$ cat src/inc/pfr_pkg.sv
// =====================================================================
// Shared constants for the translation fault reporting unit
package pfr_pkg;

	// =================================================================
	// Register map, byte addresses on the register bus
	localparam logic [7:0] ADDR_CTRL       = 8'h00;
	localparam logic [7:0] ADDR_FAULT_ADDR = 8'h04;
	localparam logic [7:0] ADDR_ERR_CODE   = 8'h08;
	localparam logic [7:0] ADDR_STATUS     = 8'h0C;
	localparam logic [7:0] ADDR_SAVED_OFS  = 8'h10;
	localparam logic [7:0] ADDR_SAVED_SEL  = 8'h14;

	// =================================================================
	// Control register fields
	localparam int         CTRL_XLAT_EN_BIT = 0;
	localparam int         CTRL_WGUARD_BIT  = 1;
	localparam logic [1:0] CTRL_RESET       = 2'h0;

	// =================================================================
	// Status register fields
	localparam int STAT_PENDING_BIT  = 0;
	localparam int STAT_NEW_TASK_BIT = 1;
	localparam int STAT_STK_MIS_BIT  = 2;
	localparam int STAT_OVERRUN_BIT  = 3;

	// =================================================================
	// Fault error code layout
	localparam int ERR_PROT_BIT  = 0;
	localparam int ERR_WRITE_BIT = 1;
	localparam int ERR_USER_BIT  = 2;
	localparam int ERR_RESERVED_BIT_FLAG_BIT  = 3;
	localparam int ERR_WIDTH     = 32;

	// =================================================================
	// Exception delivery
	localparam logic [7:0] XLAT_FAULT_VECTOR = 8'h0E;

	// =================================================================
	// Task switch points at which a fault can strike
	localparam logic [2:0] TS_NONE      = 3'h0;
	localparam logic [2:0] TS_SAVE_OLD  = 3'h1;
	localparam logic [2:0] TS_READ_GDT  = 3'h2;
	localparam logic [2:0] TS_READ_TSB  = 3'h3;
	localparam logic [2:0] TS_READ_SEGS = 3'h4;
	localparam logic [2:0] TS_READ_LDT  = 3'h5;

	// =================================================================
	// AXI response codes
	localparam logic [1:0] RESP_OKAY   = 2'h0;
	localparam logic [1:0] RESP_SLVERR = 2'h2;

	// =================================================================
	// Sequencer states, Gray coded along idle, load, deliver
	typedef enum logic [1:0] {
		PFR_IDLE    = 2'b00,
		PFR_LOAD    = 2'b01,
		PFR_DELIVER = 2'b11
	} pfr_state_e;

endpackage

$ cat src/logic/pfr_err_code.sv
`timescale 1ns/1ns
// =====================================================================
// Builds the pushed error code from the live fault cause inputs of the translation unit
module pfr_err_code (
	input  wire logic        not_present,
	input  wire logic        is_write,
	input  wire logic        is_user,
	input  wire logic        reserved_bit_flag_hit,
	output logic [31:0]      err_code
);

	// Upper bits stay zero so handlers can compare the whole word
	always_comb begin
		err_code = '0;
		err_code[pfr_pkg::ERR_PROT_BIT]  = ~not_present;
		err_code[pfr_pkg::ERR_WRITE_BIT] = is_write;
		err_code[pfr_pkg::ERR_USER_BIT]  = is_user;
		err_code[pfr_pkg::ERR_RESERVED_BIT_FLAG_BIT]  = reserved_bit_flag_hit & ~not_present;
	end

endmodule

$ cat src/logic/pfr_stack_sel.sv
`timescale 1ns/1ns
// =====================================================================
// Decides whether the handler inherits a half-loaded stack pointer
module pfr_stack_sel (
	input  wire logic        seg_loaded_ofs_pending,
	input  wire logic        handler_same_priv,
	input  wire logic        handler_same_task,
	output logic             mismatch,
	output logic             keep_inconsistent
);

	// Segment loaded but offset not yet: the pair no longer agrees
	assign mismatch = seg_loaded_ofs_pending;

	// A task or a more privileged handler gets a fresh stack instead
	assign keep_inconsistent = seg_loaded_ofs_pending & handler_same_priv
		& handler_same_task;

endmodule

$ cat src/logic/pfr_fault_unit.sv
`timescale 1ns/1ns
module pfr_fault_unit (
	input  wire logic        aclk,
	input  wire logic        aresetn,
	// AXI4-Lite register port
	input  wire logic [7:0]  s_axi_awaddr,
	input  wire logic        s_axi_awvalid,
	output logic             s_axi_awready,
	input  wire logic [31:0] s_axi_wdata,
	input  wire logic [3:0]  s_axi_wstrb,
	input  wire logic        s_axi_wvalid,
	output logic             s_axi_wready,
	output logic [1:0]       s_axi_bresp,
	output logic             s_axi_bvalid,
	input  wire logic        s_axi_bready,
	input  wire logic [7:0]  s_axi_araddr,
	input  wire logic        s_axi_arvalid,
	output logic             s_axi_arready,
	output logic [31:0]      s_axi_rdata,
	output logic [1:0]       s_axi_rresp,
	output logic             s_axi_rvalid,
	input  wire logic        s_axi_rready,
	// Translation unit report
	input  wire logic        xlat_check,
	output logic             xlat_ready,
	input  wire logic [31:0] xlat_lin_addr,
	input  wire logic        xlat_not_present,
	input  wire logic        xlat_priv_viol,
	input  wire logic        xlat_ro_page,
	input  wire logic        xlat_user_page,
	input  wire logic        xlat_reserved_bit_flag_hit,
	input  wire logic        xlat_write,
	input  wire logic        xlat_user,
	input  wire logic [2:0]  ts_point,
	// Instruction pointers of the current and the incoming task
	input  wire logic [15:0] cur_code_sel,
	input  wire logic [31:0] cur_instr_offset,
	input  wire logic [15:0] new_code_sel,
	input  wire logic [31:0] new_instr_offset,
	// New task state block load handshake
	output logic             tsb_load_req,
	output logic             tsb_skip_checks,
	input  wire logic        tsb_load_done,
	// Stack pointer consistency
	input  wire logic        stk_seg_loaded_ofs_pending,
	input  wire logic        handler_same_priv,
	input  wire logic        handler_same_task,
	output logic             stk_keep_inconsistent,
	// Fault delivery to the exception sequencer
	output logic             fault_valid,
	input  wire logic        fault_ack,
	output logic [7:0]       fault_vector,
	output logic             fault_restartable,
	output logic [31:0]      fault_error_code,
	output logic [15:0]      fault_code_sel,
	output logic [31:0]      fault_instr_offset,
	output logic             fault_new_task_ctx,
	output logic             dir_accessed_set
);

	// =================================================================
	// Declarations
	pfr_pkg::pfr_state_e state_reg;
	logic [1:0]          ctrl_reg;
	logic [31:0]         fault_linear_address_reg;
	logic [31:0]         err_code_reg;
	logic [31:0]         saved_ofs_reg;
	logic [15:0]         saved_sel_reg;
	logic                new_task_reg;
	logic                stk_mis_reg;
	logic                stk_keep_reg;
	logic                overrun_reg;
	logic                addr_unread_reg;
	logic                dir_set_reg;
	logic [7:0]          aw_addr_reg;
	logic                aw_got_reg;
	logic [31:0]         w_data_reg;
	logic [3:0]          w_strb_reg;
	logic                w_got_reg;
	logic                bvalid_reg;
	logic [1:0]          bresp_reg;
	logic                rvalid_reg;
	logic [31:0]         rdata_reg;
	logic [1:0]          rresp_reg;
	logic                xlat_en;
	logic                wguard;
	logic                fault_hit;
	logic                take_fault;
	logic                late_ts;
	logic                aw_fire;
	logic                w_fire;
	logic                wr_do;
	logic [7:0]          wr_addr;
	logic [31:0]         wr_data;
	logic [3:0]          wr_strb;
	logic                ar_fire;
	logic                rd_addr_hit;
	logic [31:0]         err_code_new;
	logic                stk_mis_new;
	logic                stk_keep_new;
	logic [31:0]         status_word;

	assign xlat_en = ctrl_reg[pfr_pkg::CTRL_XLAT_EN_BIT];
	assign wguard  = ctrl_reg[pfr_pkg::CTRL_WGUARD_BIT];

	// =================================================================
	// Fault detection
	// Faults are qualified here so a disabled unit reports nothing
	assign fault_hit = xlat_not_present | xlat_priv_viol | xlat_reserved_bit_flag_hit
		| (xlat_ro_page & xlat_write & xlat_user)
		| (xlat_ro_page & xlat_write & ~xlat_user & xlat_user_page & wguard);
	assign take_fault = xlat_check & xlat_ready & xlat_en & fault_hit;
	// Only one fault is handled at a time; the walker stalls meanwhile
	assign xlat_ready = (state_reg == pfr_pkg::PFR_IDLE);
	// Segment and local table reads belong to the new task
	assign late_ts = (ts_point == pfr_pkg::TS_READ_SEGS)
		| (ts_point == pfr_pkg::TS_READ_LDT);

	pfr_err_code u_err_code (
		.not_present (xlat_not_present),
		.is_write    (xlat_write),
		.is_user     (xlat_user),
		.reserved_bit_flag_hit    (xlat_reserved_bit_flag_hit),
		.err_code    (err_code_new)
	);

	pfr_stack_sel u_stack_sel (
		.seg_loaded_ofs_pending (stk_seg_loaded_ofs_pending),
		.handler_same_priv      (handler_same_priv),
		.handler_same_task      (handler_same_task),
		.mismatch               (stk_mis_new),
		.keep_inconsistent      (stk_keep_new)
	);

	// =================================================================
	// Sequencer: task switch faults load the new state first
	always_ff @(posedge aclk) begin
		if (!aresetn) begin
			state_reg <= pfr_pkg::PFR_IDLE;
		end else begin
			case (state_reg)
				pfr_pkg::PFR_IDLE: begin
					if (take_fault && ts_point != pfr_pkg::TS_NONE) begin
						state_reg <= pfr_pkg::PFR_LOAD;
					end else if (take_fault) begin
						state_reg <= pfr_pkg::PFR_DELIVER;
					end
				end
				pfr_pkg::PFR_LOAD: begin
					if (tsb_load_done) begin
						state_reg <= pfr_pkg::PFR_DELIVER;
					end
				end
				pfr_pkg::PFR_DELIVER: begin
					if (fault_ack) begin
						state_reg <= pfr_pkg::PFR_IDLE;
					end
				end
				default: begin
					state_reg <= pfr_pkg::PFR_IDLE;
				end
			endcase
		end
	end

	// =================================================================
	// Fault capture: address, error code and saved pointer
	always_ff @(posedge aclk) begin
		if (!aresetn) begin
			err_code_reg  <= 32'h0000_0000;
			saved_ofs_reg <= 32'h0000_0000;
			saved_sel_reg <= 16'h0000;
			new_task_reg  <= 1'b0;
			stk_mis_reg   <= 1'b0;
			stk_keep_reg  <= 1'b0;
		end else if (take_fault) begin
			err_code_reg <= err_code_new;
			stk_mis_reg  <= stk_mis_new;
			stk_keep_reg <= stk_keep_new;
			new_task_reg <= late_ts;
			if (late_ts) begin
				saved_sel_reg <= new_code_sel;
				saved_ofs_reg <= new_instr_offset;
			end else begin
				saved_sel_reg <= cur_code_sel;
				saved_ofs_reg <= cur_instr_offset;
			end
		end
	end

	// Hardware capture wins over a software write in the same cycle
	always_ff @(posedge aclk) begin
		if (!aresetn) begin
			fault_linear_address_reg <= 32'h0000_0000;
		end else if (take_fault) begin
			fault_linear_address_reg <= xlat_lin_addr;
		end else if (wr_do && wr_addr == pfr_pkg::ADDR_FAULT_ADDR) begin
			for (int b = 0; b < 4; b++) begin
				if (wr_strb[b]) begin
					fault_linear_address_reg[b*8 +: 8] <= wr_data[b*8 +: 8];
				end
			end
		end
	end

	// Overrun: a new fault replaced an address software never read
	always_ff @(posedge aclk) begin
		if (!aresetn) begin
			addr_unread_reg <= 1'b0;
			overrun_reg     <= 1'b0;
		end else begin
			if (take_fault) begin
				addr_unread_reg <= 1'b1;
			end else if (ar_fire && s_axi_araddr == pfr_pkg::ADDR_FAULT_ADDR) begin
				addr_unread_reg <= 1'b0;
			end
			// Set wins over the write-one clear
			if (take_fault && addr_unread_reg) begin
				overrun_reg <= 1'b1;
			end else if (wr_do && wr_addr == pfr_pkg::ADDR_STATUS && wr_strb[0]
				&& wr_data[pfr_pkg::STAT_OVERRUN_BIT]) begin
				overrun_reg <= 1'b0;
			end
		end
	end

	// Directory accessed flag is set only for protection faults
	always_ff @(posedge aclk) begin
		if (!aresetn) begin
			dir_set_reg <= 1'b0;
		end else begin
			dir_set_reg <= take_fault & ~xlat_not_present;
		end
	end

	// =================================================================
	// Outputs toward the core
	assign fault_valid        = (state_reg == pfr_pkg::PFR_DELIVER);
	assign fault_vector       = pfr_pkg::XLAT_FAULT_VECTOR;
	assign fault_restartable  = 1'b1;
	assign fault_error_code   = err_code_reg;
	assign fault_code_sel     = saved_sel_reg;
	assign fault_instr_offset = saved_ofs_reg;
	assign fault_new_task_ctx = new_task_reg;
	assign dir_accessed_set   = dir_set_reg;
	assign stk_keep_inconsistent = stk_keep_reg;
	// Checks are skipped so the fault, not a second exception, is raised
	assign tsb_load_req    = (state_reg == pfr_pkg::PFR_LOAD);
	assign tsb_skip_checks = (state_reg == pfr_pkg::PFR_LOAD);

	// =================================================================
	// AXI4-Lite write path: address and data accepted in either order
	assign s_axi_awready = ~aw_got_reg & ~bvalid_reg;
	assign s_axi_wready  = ~w_got_reg & ~bvalid_reg;
	assign aw_fire = s_axi_awvalid & s_axi_awready;
	assign w_fire  = s_axi_wvalid & s_axi_wready;
	assign wr_do   = (aw_got_reg | aw_fire) & (w_got_reg | w_fire);
	assign wr_addr = aw_got_reg ? aw_addr_reg : s_axi_awaddr;
	assign wr_data = w_got_reg ? w_data_reg : s_axi_wdata;
	assign wr_strb = w_got_reg ? w_strb_reg : s_axi_wstrb;

	always_ff @(posedge aclk) begin
		if (!aresetn) begin
			aw_got_reg  <= 1'b0;
			aw_addr_reg <= 8'h00;
			w_got_reg   <= 1'b0;
			w_data_reg  <= 32'h0000_0000;
			w_strb_reg  <= 4'h0;
		end else if (wr_do) begin
			aw_got_reg <= 1'b0;
			w_got_reg  <= 1'b0;
		end else begin
			if (aw_fire) begin
				aw_got_reg  <= 1'b1;
				aw_addr_reg <= s_axi_awaddr;
			end
			if (w_fire) begin
				w_got_reg  <= 1'b1;
				w_data_reg <= s_axi_wdata;
				w_strb_reg <= s_axi_wstrb;
			end
		end
	end

	// Response one cycle after both halves are in
	always_ff @(posedge aclk) begin
		if (!aresetn) begin
			bvalid_reg <= 1'b0;
			bresp_reg  <= pfr_pkg::RESP_OKAY;
		end else if (wr_do) begin
			bvalid_reg <= 1'b1;
			case (wr_addr)
				pfr_pkg::ADDR_CTRL,
				pfr_pkg::ADDR_FAULT_ADDR,
				pfr_pkg::ADDR_STATUS: bresp_reg <= pfr_pkg::RESP_OKAY;
				default:              bresp_reg <= pfr_pkg::RESP_SLVERR;
			endcase
		end else if (s_axi_bready) begin
			bvalid_reg <= 1'b0;
		end
	end

	// Control register steers fault qualification
	always_ff @(posedge aclk) begin
		if (!aresetn) begin
			ctrl_reg <= pfr_pkg::CTRL_RESET;
		end else if (wr_do && wr_addr == pfr_pkg::ADDR_CTRL && wr_strb[0]) begin
			ctrl_reg <= wr_data[1:0];
		end
	end

	assign s_axi_bvalid = bvalid_reg;
	assign s_axi_bresp  = bresp_reg;

	// =================================================================
	// AXI4-Lite read path
	assign s_axi_arready = ~rvalid_reg;
	assign ar_fire       = s_axi_arvalid & s_axi_arready;

	always_comb begin
		status_word = '0;
		status_word[pfr_pkg::STAT_PENDING_BIT]  = (state_reg != pfr_pkg::PFR_IDLE);
		status_word[pfr_pkg::STAT_NEW_TASK_BIT] = new_task_reg;
		status_word[pfr_pkg::STAT_STK_MIS_BIT]  = stk_mis_reg;
		status_word[pfr_pkg::STAT_OVERRUN_BIT]  = overrun_reg;
	end

	always_comb begin
		rd_addr_hit = 1'b1;
		case (s_axi_araddr)
			pfr_pkg::ADDR_CTRL,
			pfr_pkg::ADDR_FAULT_ADDR,
			pfr_pkg::ADDR_ERR_CODE,
			pfr_pkg::ADDR_STATUS,
			pfr_pkg::ADDR_SAVED_OFS,
			pfr_pkg::ADDR_SAVED_SEL: rd_addr_hit = 1'b1;
			default:                 rd_addr_hit = 1'b0;
		endcase
	end

	// Read data registered; unmapped reads return zero with an error
	always_ff @(posedge aclk) begin
		if (!aresetn) begin
			rvalid_reg <= 1'b0;
			rdata_reg  <= 32'h0000_0000;
			rresp_reg  <= pfr_pkg::RESP_OKAY;
		end else if (ar_fire) begin
			rvalid_reg <= 1'b1;
			rresp_reg  <= rd_addr_hit ? pfr_pkg::RESP_OKAY : pfr_pkg::RESP_SLVERR;
			case (s_axi_araddr)
				pfr_pkg::ADDR_CTRL:       rdata_reg <= {30'h0000_0000, ctrl_reg};
				pfr_pkg::ADDR_FAULT_ADDR: rdata_reg <= fault_linear_address_reg;
				pfr_pkg::ADDR_ERR_CODE:   rdata_reg <= err_code_reg;
				pfr_pkg::ADDR_STATUS:     rdata_reg <= status_word;
				pfr_pkg::ADDR_SAVED_OFS:  rdata_reg <= saved_ofs_reg;
				pfr_pkg::ADDR_SAVED_SEL:  rdata_reg <= {16'h0000, saved_sel_reg};
				default:                  rdata_reg <= 32'h0000_0000;
			endcase
		end else if (s_axi_rready) begin
			rvalid_reg <= 1'b0;
		end
	end

	assign s_axi_rvalid = rvalid_reg;
	assign s_axi_rdata  = rdata_reg;
	assign s_axi_rresp  = rresp_reg;

endmodule

$ cat config.mk
export PLATFORM = sky130hd
export DESIGN_NAME = pfr_fault_unit
export DESIGN_NICKNAME = d
export VERILOG_FILES = /design/src/inc/pfr_pkg.sv /design/src/logic/pfr_err_code.sv /design/src/logic/pfr_stack_sel.sv /design/src/logic/pfr_fault_unit.sv
export SDC_FILE = /design/constraint.sdc
export NUM_CORES = 1
export LEC_CHECK = 0
export BUFFER_PORTS_ARGS = -buffer_cell sky130_fd_sc_hd__buf_2
export CORE_UTILIZATION = 40
export DETAILED_ROUTE_END_ITERATION = 6
export PLACE_DENSITY = 0.78
export SKIP_LAST_GASP = 1
export SLEW_MARGIN = 25
export SYNTH_ARGS = -nofsm -noshare
export SYNTH_HDL_FRONTEND = slang
export SYNTH_SLANG_ARGS = --single-unit
$ cat constraint.sdc
create_clock -name aclk -period 3.08 [get_ports aclk]
set_input_delay 0.308 -clock aclk [delete_from_list [all_inputs] [get_ports aclk]]
set_output_delay 0.308 -clock aclk [all_outputs]
set_load 0.005 [all_outputs]
==> metrics.txt <==
count of final setup violators=0; Post-Syn Instances=974; Synth area leaders=dfxtp_1 42%, mux2i_1 8.1%, mux2_2 6.1%, nand2_1 5.7%, a211oi_1 4.6%; Ports=340; highest-count cells in the layout ignoring fill and taps=299 x buf_2, 175 x dfxtp_1, 127 x nand2_1; vias in the first global route=7189; all-layer global routing usage=23.0%; FF+latch count, synth=176; Worst EP required=3.43 ns; critical path capture point type=flip-flop; CP Max Fanout=16; Hold Path Class=input port to flip-flop; via count=7861; DRC Markers=0; cell accounting for the most synthesized area=dfxtp_1; PwrDens=486 nW/um2; clock buffer count from CTS=17; Fin Setup TNS=0 ns; most common cell after layout, fill and taps aside=buf_2; Root Buffer=clkbuf_16; initial drt markers=418; Peak VDD IR=0.322 mV; row cnt=52; slew margin rel.=36.1%; Slew @ Worst Pin=0.959 ns; worst slack, placed=0.699 ns; # resized after CTS=0; Die X=147 um; M1 WL=11400 um; R2R cell count=5; worst hold path depth=2; multi-input logic area=4400 um2; cts hold-fix bufs=0; count of cell types in the netlist=46; largest net degree at the start of global routing=103; DR pass1 iterations=5; f_max=431 MHz; critical path type=flip-flop to flip-flop; Synth Cell Area=8430 um2; # fillers=1965; die area=21700 um2; Reg area=3520 um2; maxcap violations=0; Synth Flop Type=dfxtp_1; arrival time at the worst endpoint=2.67 ns; RePlAce Congestion=0.825; routed wl met2=12000 um; Worst Clk Skew=0.0108 ns; WL/cell=17.0 um; Area Overhead vs Synth=24.7%; postcts setup bufs=0; initial antenna violation count=1; Clk Latency, worst-skew pair=0.43 ns; Num Clock Sinks=176; Post-synth EDFFs=0; Final Max Tran Viols=0; clock slew at reported path FFs=0.07 ns; highest metal used=met4; post-route antenna net violation count=0; syn avg cell area=8.65 um2; Final Hold Fails=0; Max H-tree Level=4; outcome=completed; Final WS setup=0.762 ns; core area=20400 um2; Final Hold Slack=0.0668 ns; clock buffer depth=2; die height=147 um; Static Leak=4.60 nW; PortBufs=300; via-per-instance ratio=5.24; CP startpoint kind=flip-flop; RSZ-0062 raised after global routing=false; Synth async-reset ratio=0%; Post-DP HPWL=19100 um; first-pass GRT wire length=38900 um; share of layout cells above drive strength 1=33.3%; Initial Util=41.3%; fin crit share=75.3%; sequential share of the synthesized area=41.8%; final WL=25600 um; fin crit period=2.32 ns; metal3 WL=1840 um; synth warn=0; TritonCTS clock tree=yes; top cell type's share of synthesized area=41.8%; nets=1421; total gr overflow=0
## logic make-up (layout without fill, tap and decap cells)
family                 after synthesis  in the layout  synth area share [%]
AO/OA/AOI/OAI                      187            187                  14.4
buffers and inverters              130            349                  7.81
flip-flops                         176            176                  41.8
multiplexers                       116            116                  14.8
other                                2             40                0.0891
AND/OR/NAND/NOR                    363            363                  21.2
## through the flow
stage | area [um2] | total power, mW | std cells | util (%)
3_3_place_gp | 9910 | 2.95 | 1469 | 48.5
5_1_grt | 10500 | 5.31 | 1501 | 51.5
4_1_cts | 10500 | 5.16 | 1500 | 51.4
3_5_place_dp | 9910 | 2.96 | 1469 | 48.5
2_1_floorplan | 8570 | 2.76 | 1011 | -
6_report | 10500 | 5.11 | 1501 | 51.5
## layer usage
layer,vias to the layer above,GRT usage [%]
met2,276,36.9
met4,0,6.80
met5,-,0
met3,27,5.09
met1,3637,30.7
li1,3921,-
## Yosys cell counts, types with 2 or more instances
cell type  instances
nand3_1           66
dfxtp_1          176
mux2i_1           68
nor3b_1            2
a211oi_1          52
nand3b_1           3
buf_2              7
a221o_1            2
a21oi_1           53
inv_1              4
nor4_1             2
buf_1              8
nor4_4             5
a22oi_1           28
and3b_1            3
o21ai_1           20
nand2b_1           3
nor3_1             8
o211ai_1           8
nand4_1           58
clkbuf_1          69
buf_4             41
mux4_2             2
nor2b_1            4
or4_1              4
mux2_2            46
nand2_1          127
o21ai_0           15
conb_1             2
nor2_1            72
## critical path: stages (launching register included)
cell	delay (ns)
dfxtp_1	0.31
or4b_1	0.54
o22a_4	0.32
nor4_4	0.73
nand4_1	0.19
o211ai_1	0.14
## path summary, 6_finish.rpt
kind	start	end	slack (ns)
hold / removal	s_axi_rready	s_axi_rvalid	0.07
setup reg to reg	aw_addr_reg[5]	fault_linear_address_reg[5]	0.76
setup / recovery	aw_addr_reg[5]	fault_linear_address_reg[5]	0.76
hold reg to reg	s_axi_rdata[23]	s_axi_rdata[23]	0.44
## where the power goes
part | switching [mW] | internal [mW] | leakage (nW)
Sequential | 0.0291 | 2.31 | 1.42
Clock | 0.947 | 1.26 | 0.289
Combinational | 0.320 | 0.248 | 2.89
## final cells by class
type | count | area share, %
sequential | 176 | 33.5
inverter | 4 | 0.155
multi-input combinational | 705 | 41.8
timing repair buffer | 314 | 15.5
antenna | 1 | 0.0238
clock buffer | 19 | 4.31
tap | 270 | 3.21
clock inverter | 12 | 1.40
Power figures use the tool's default switching activity.
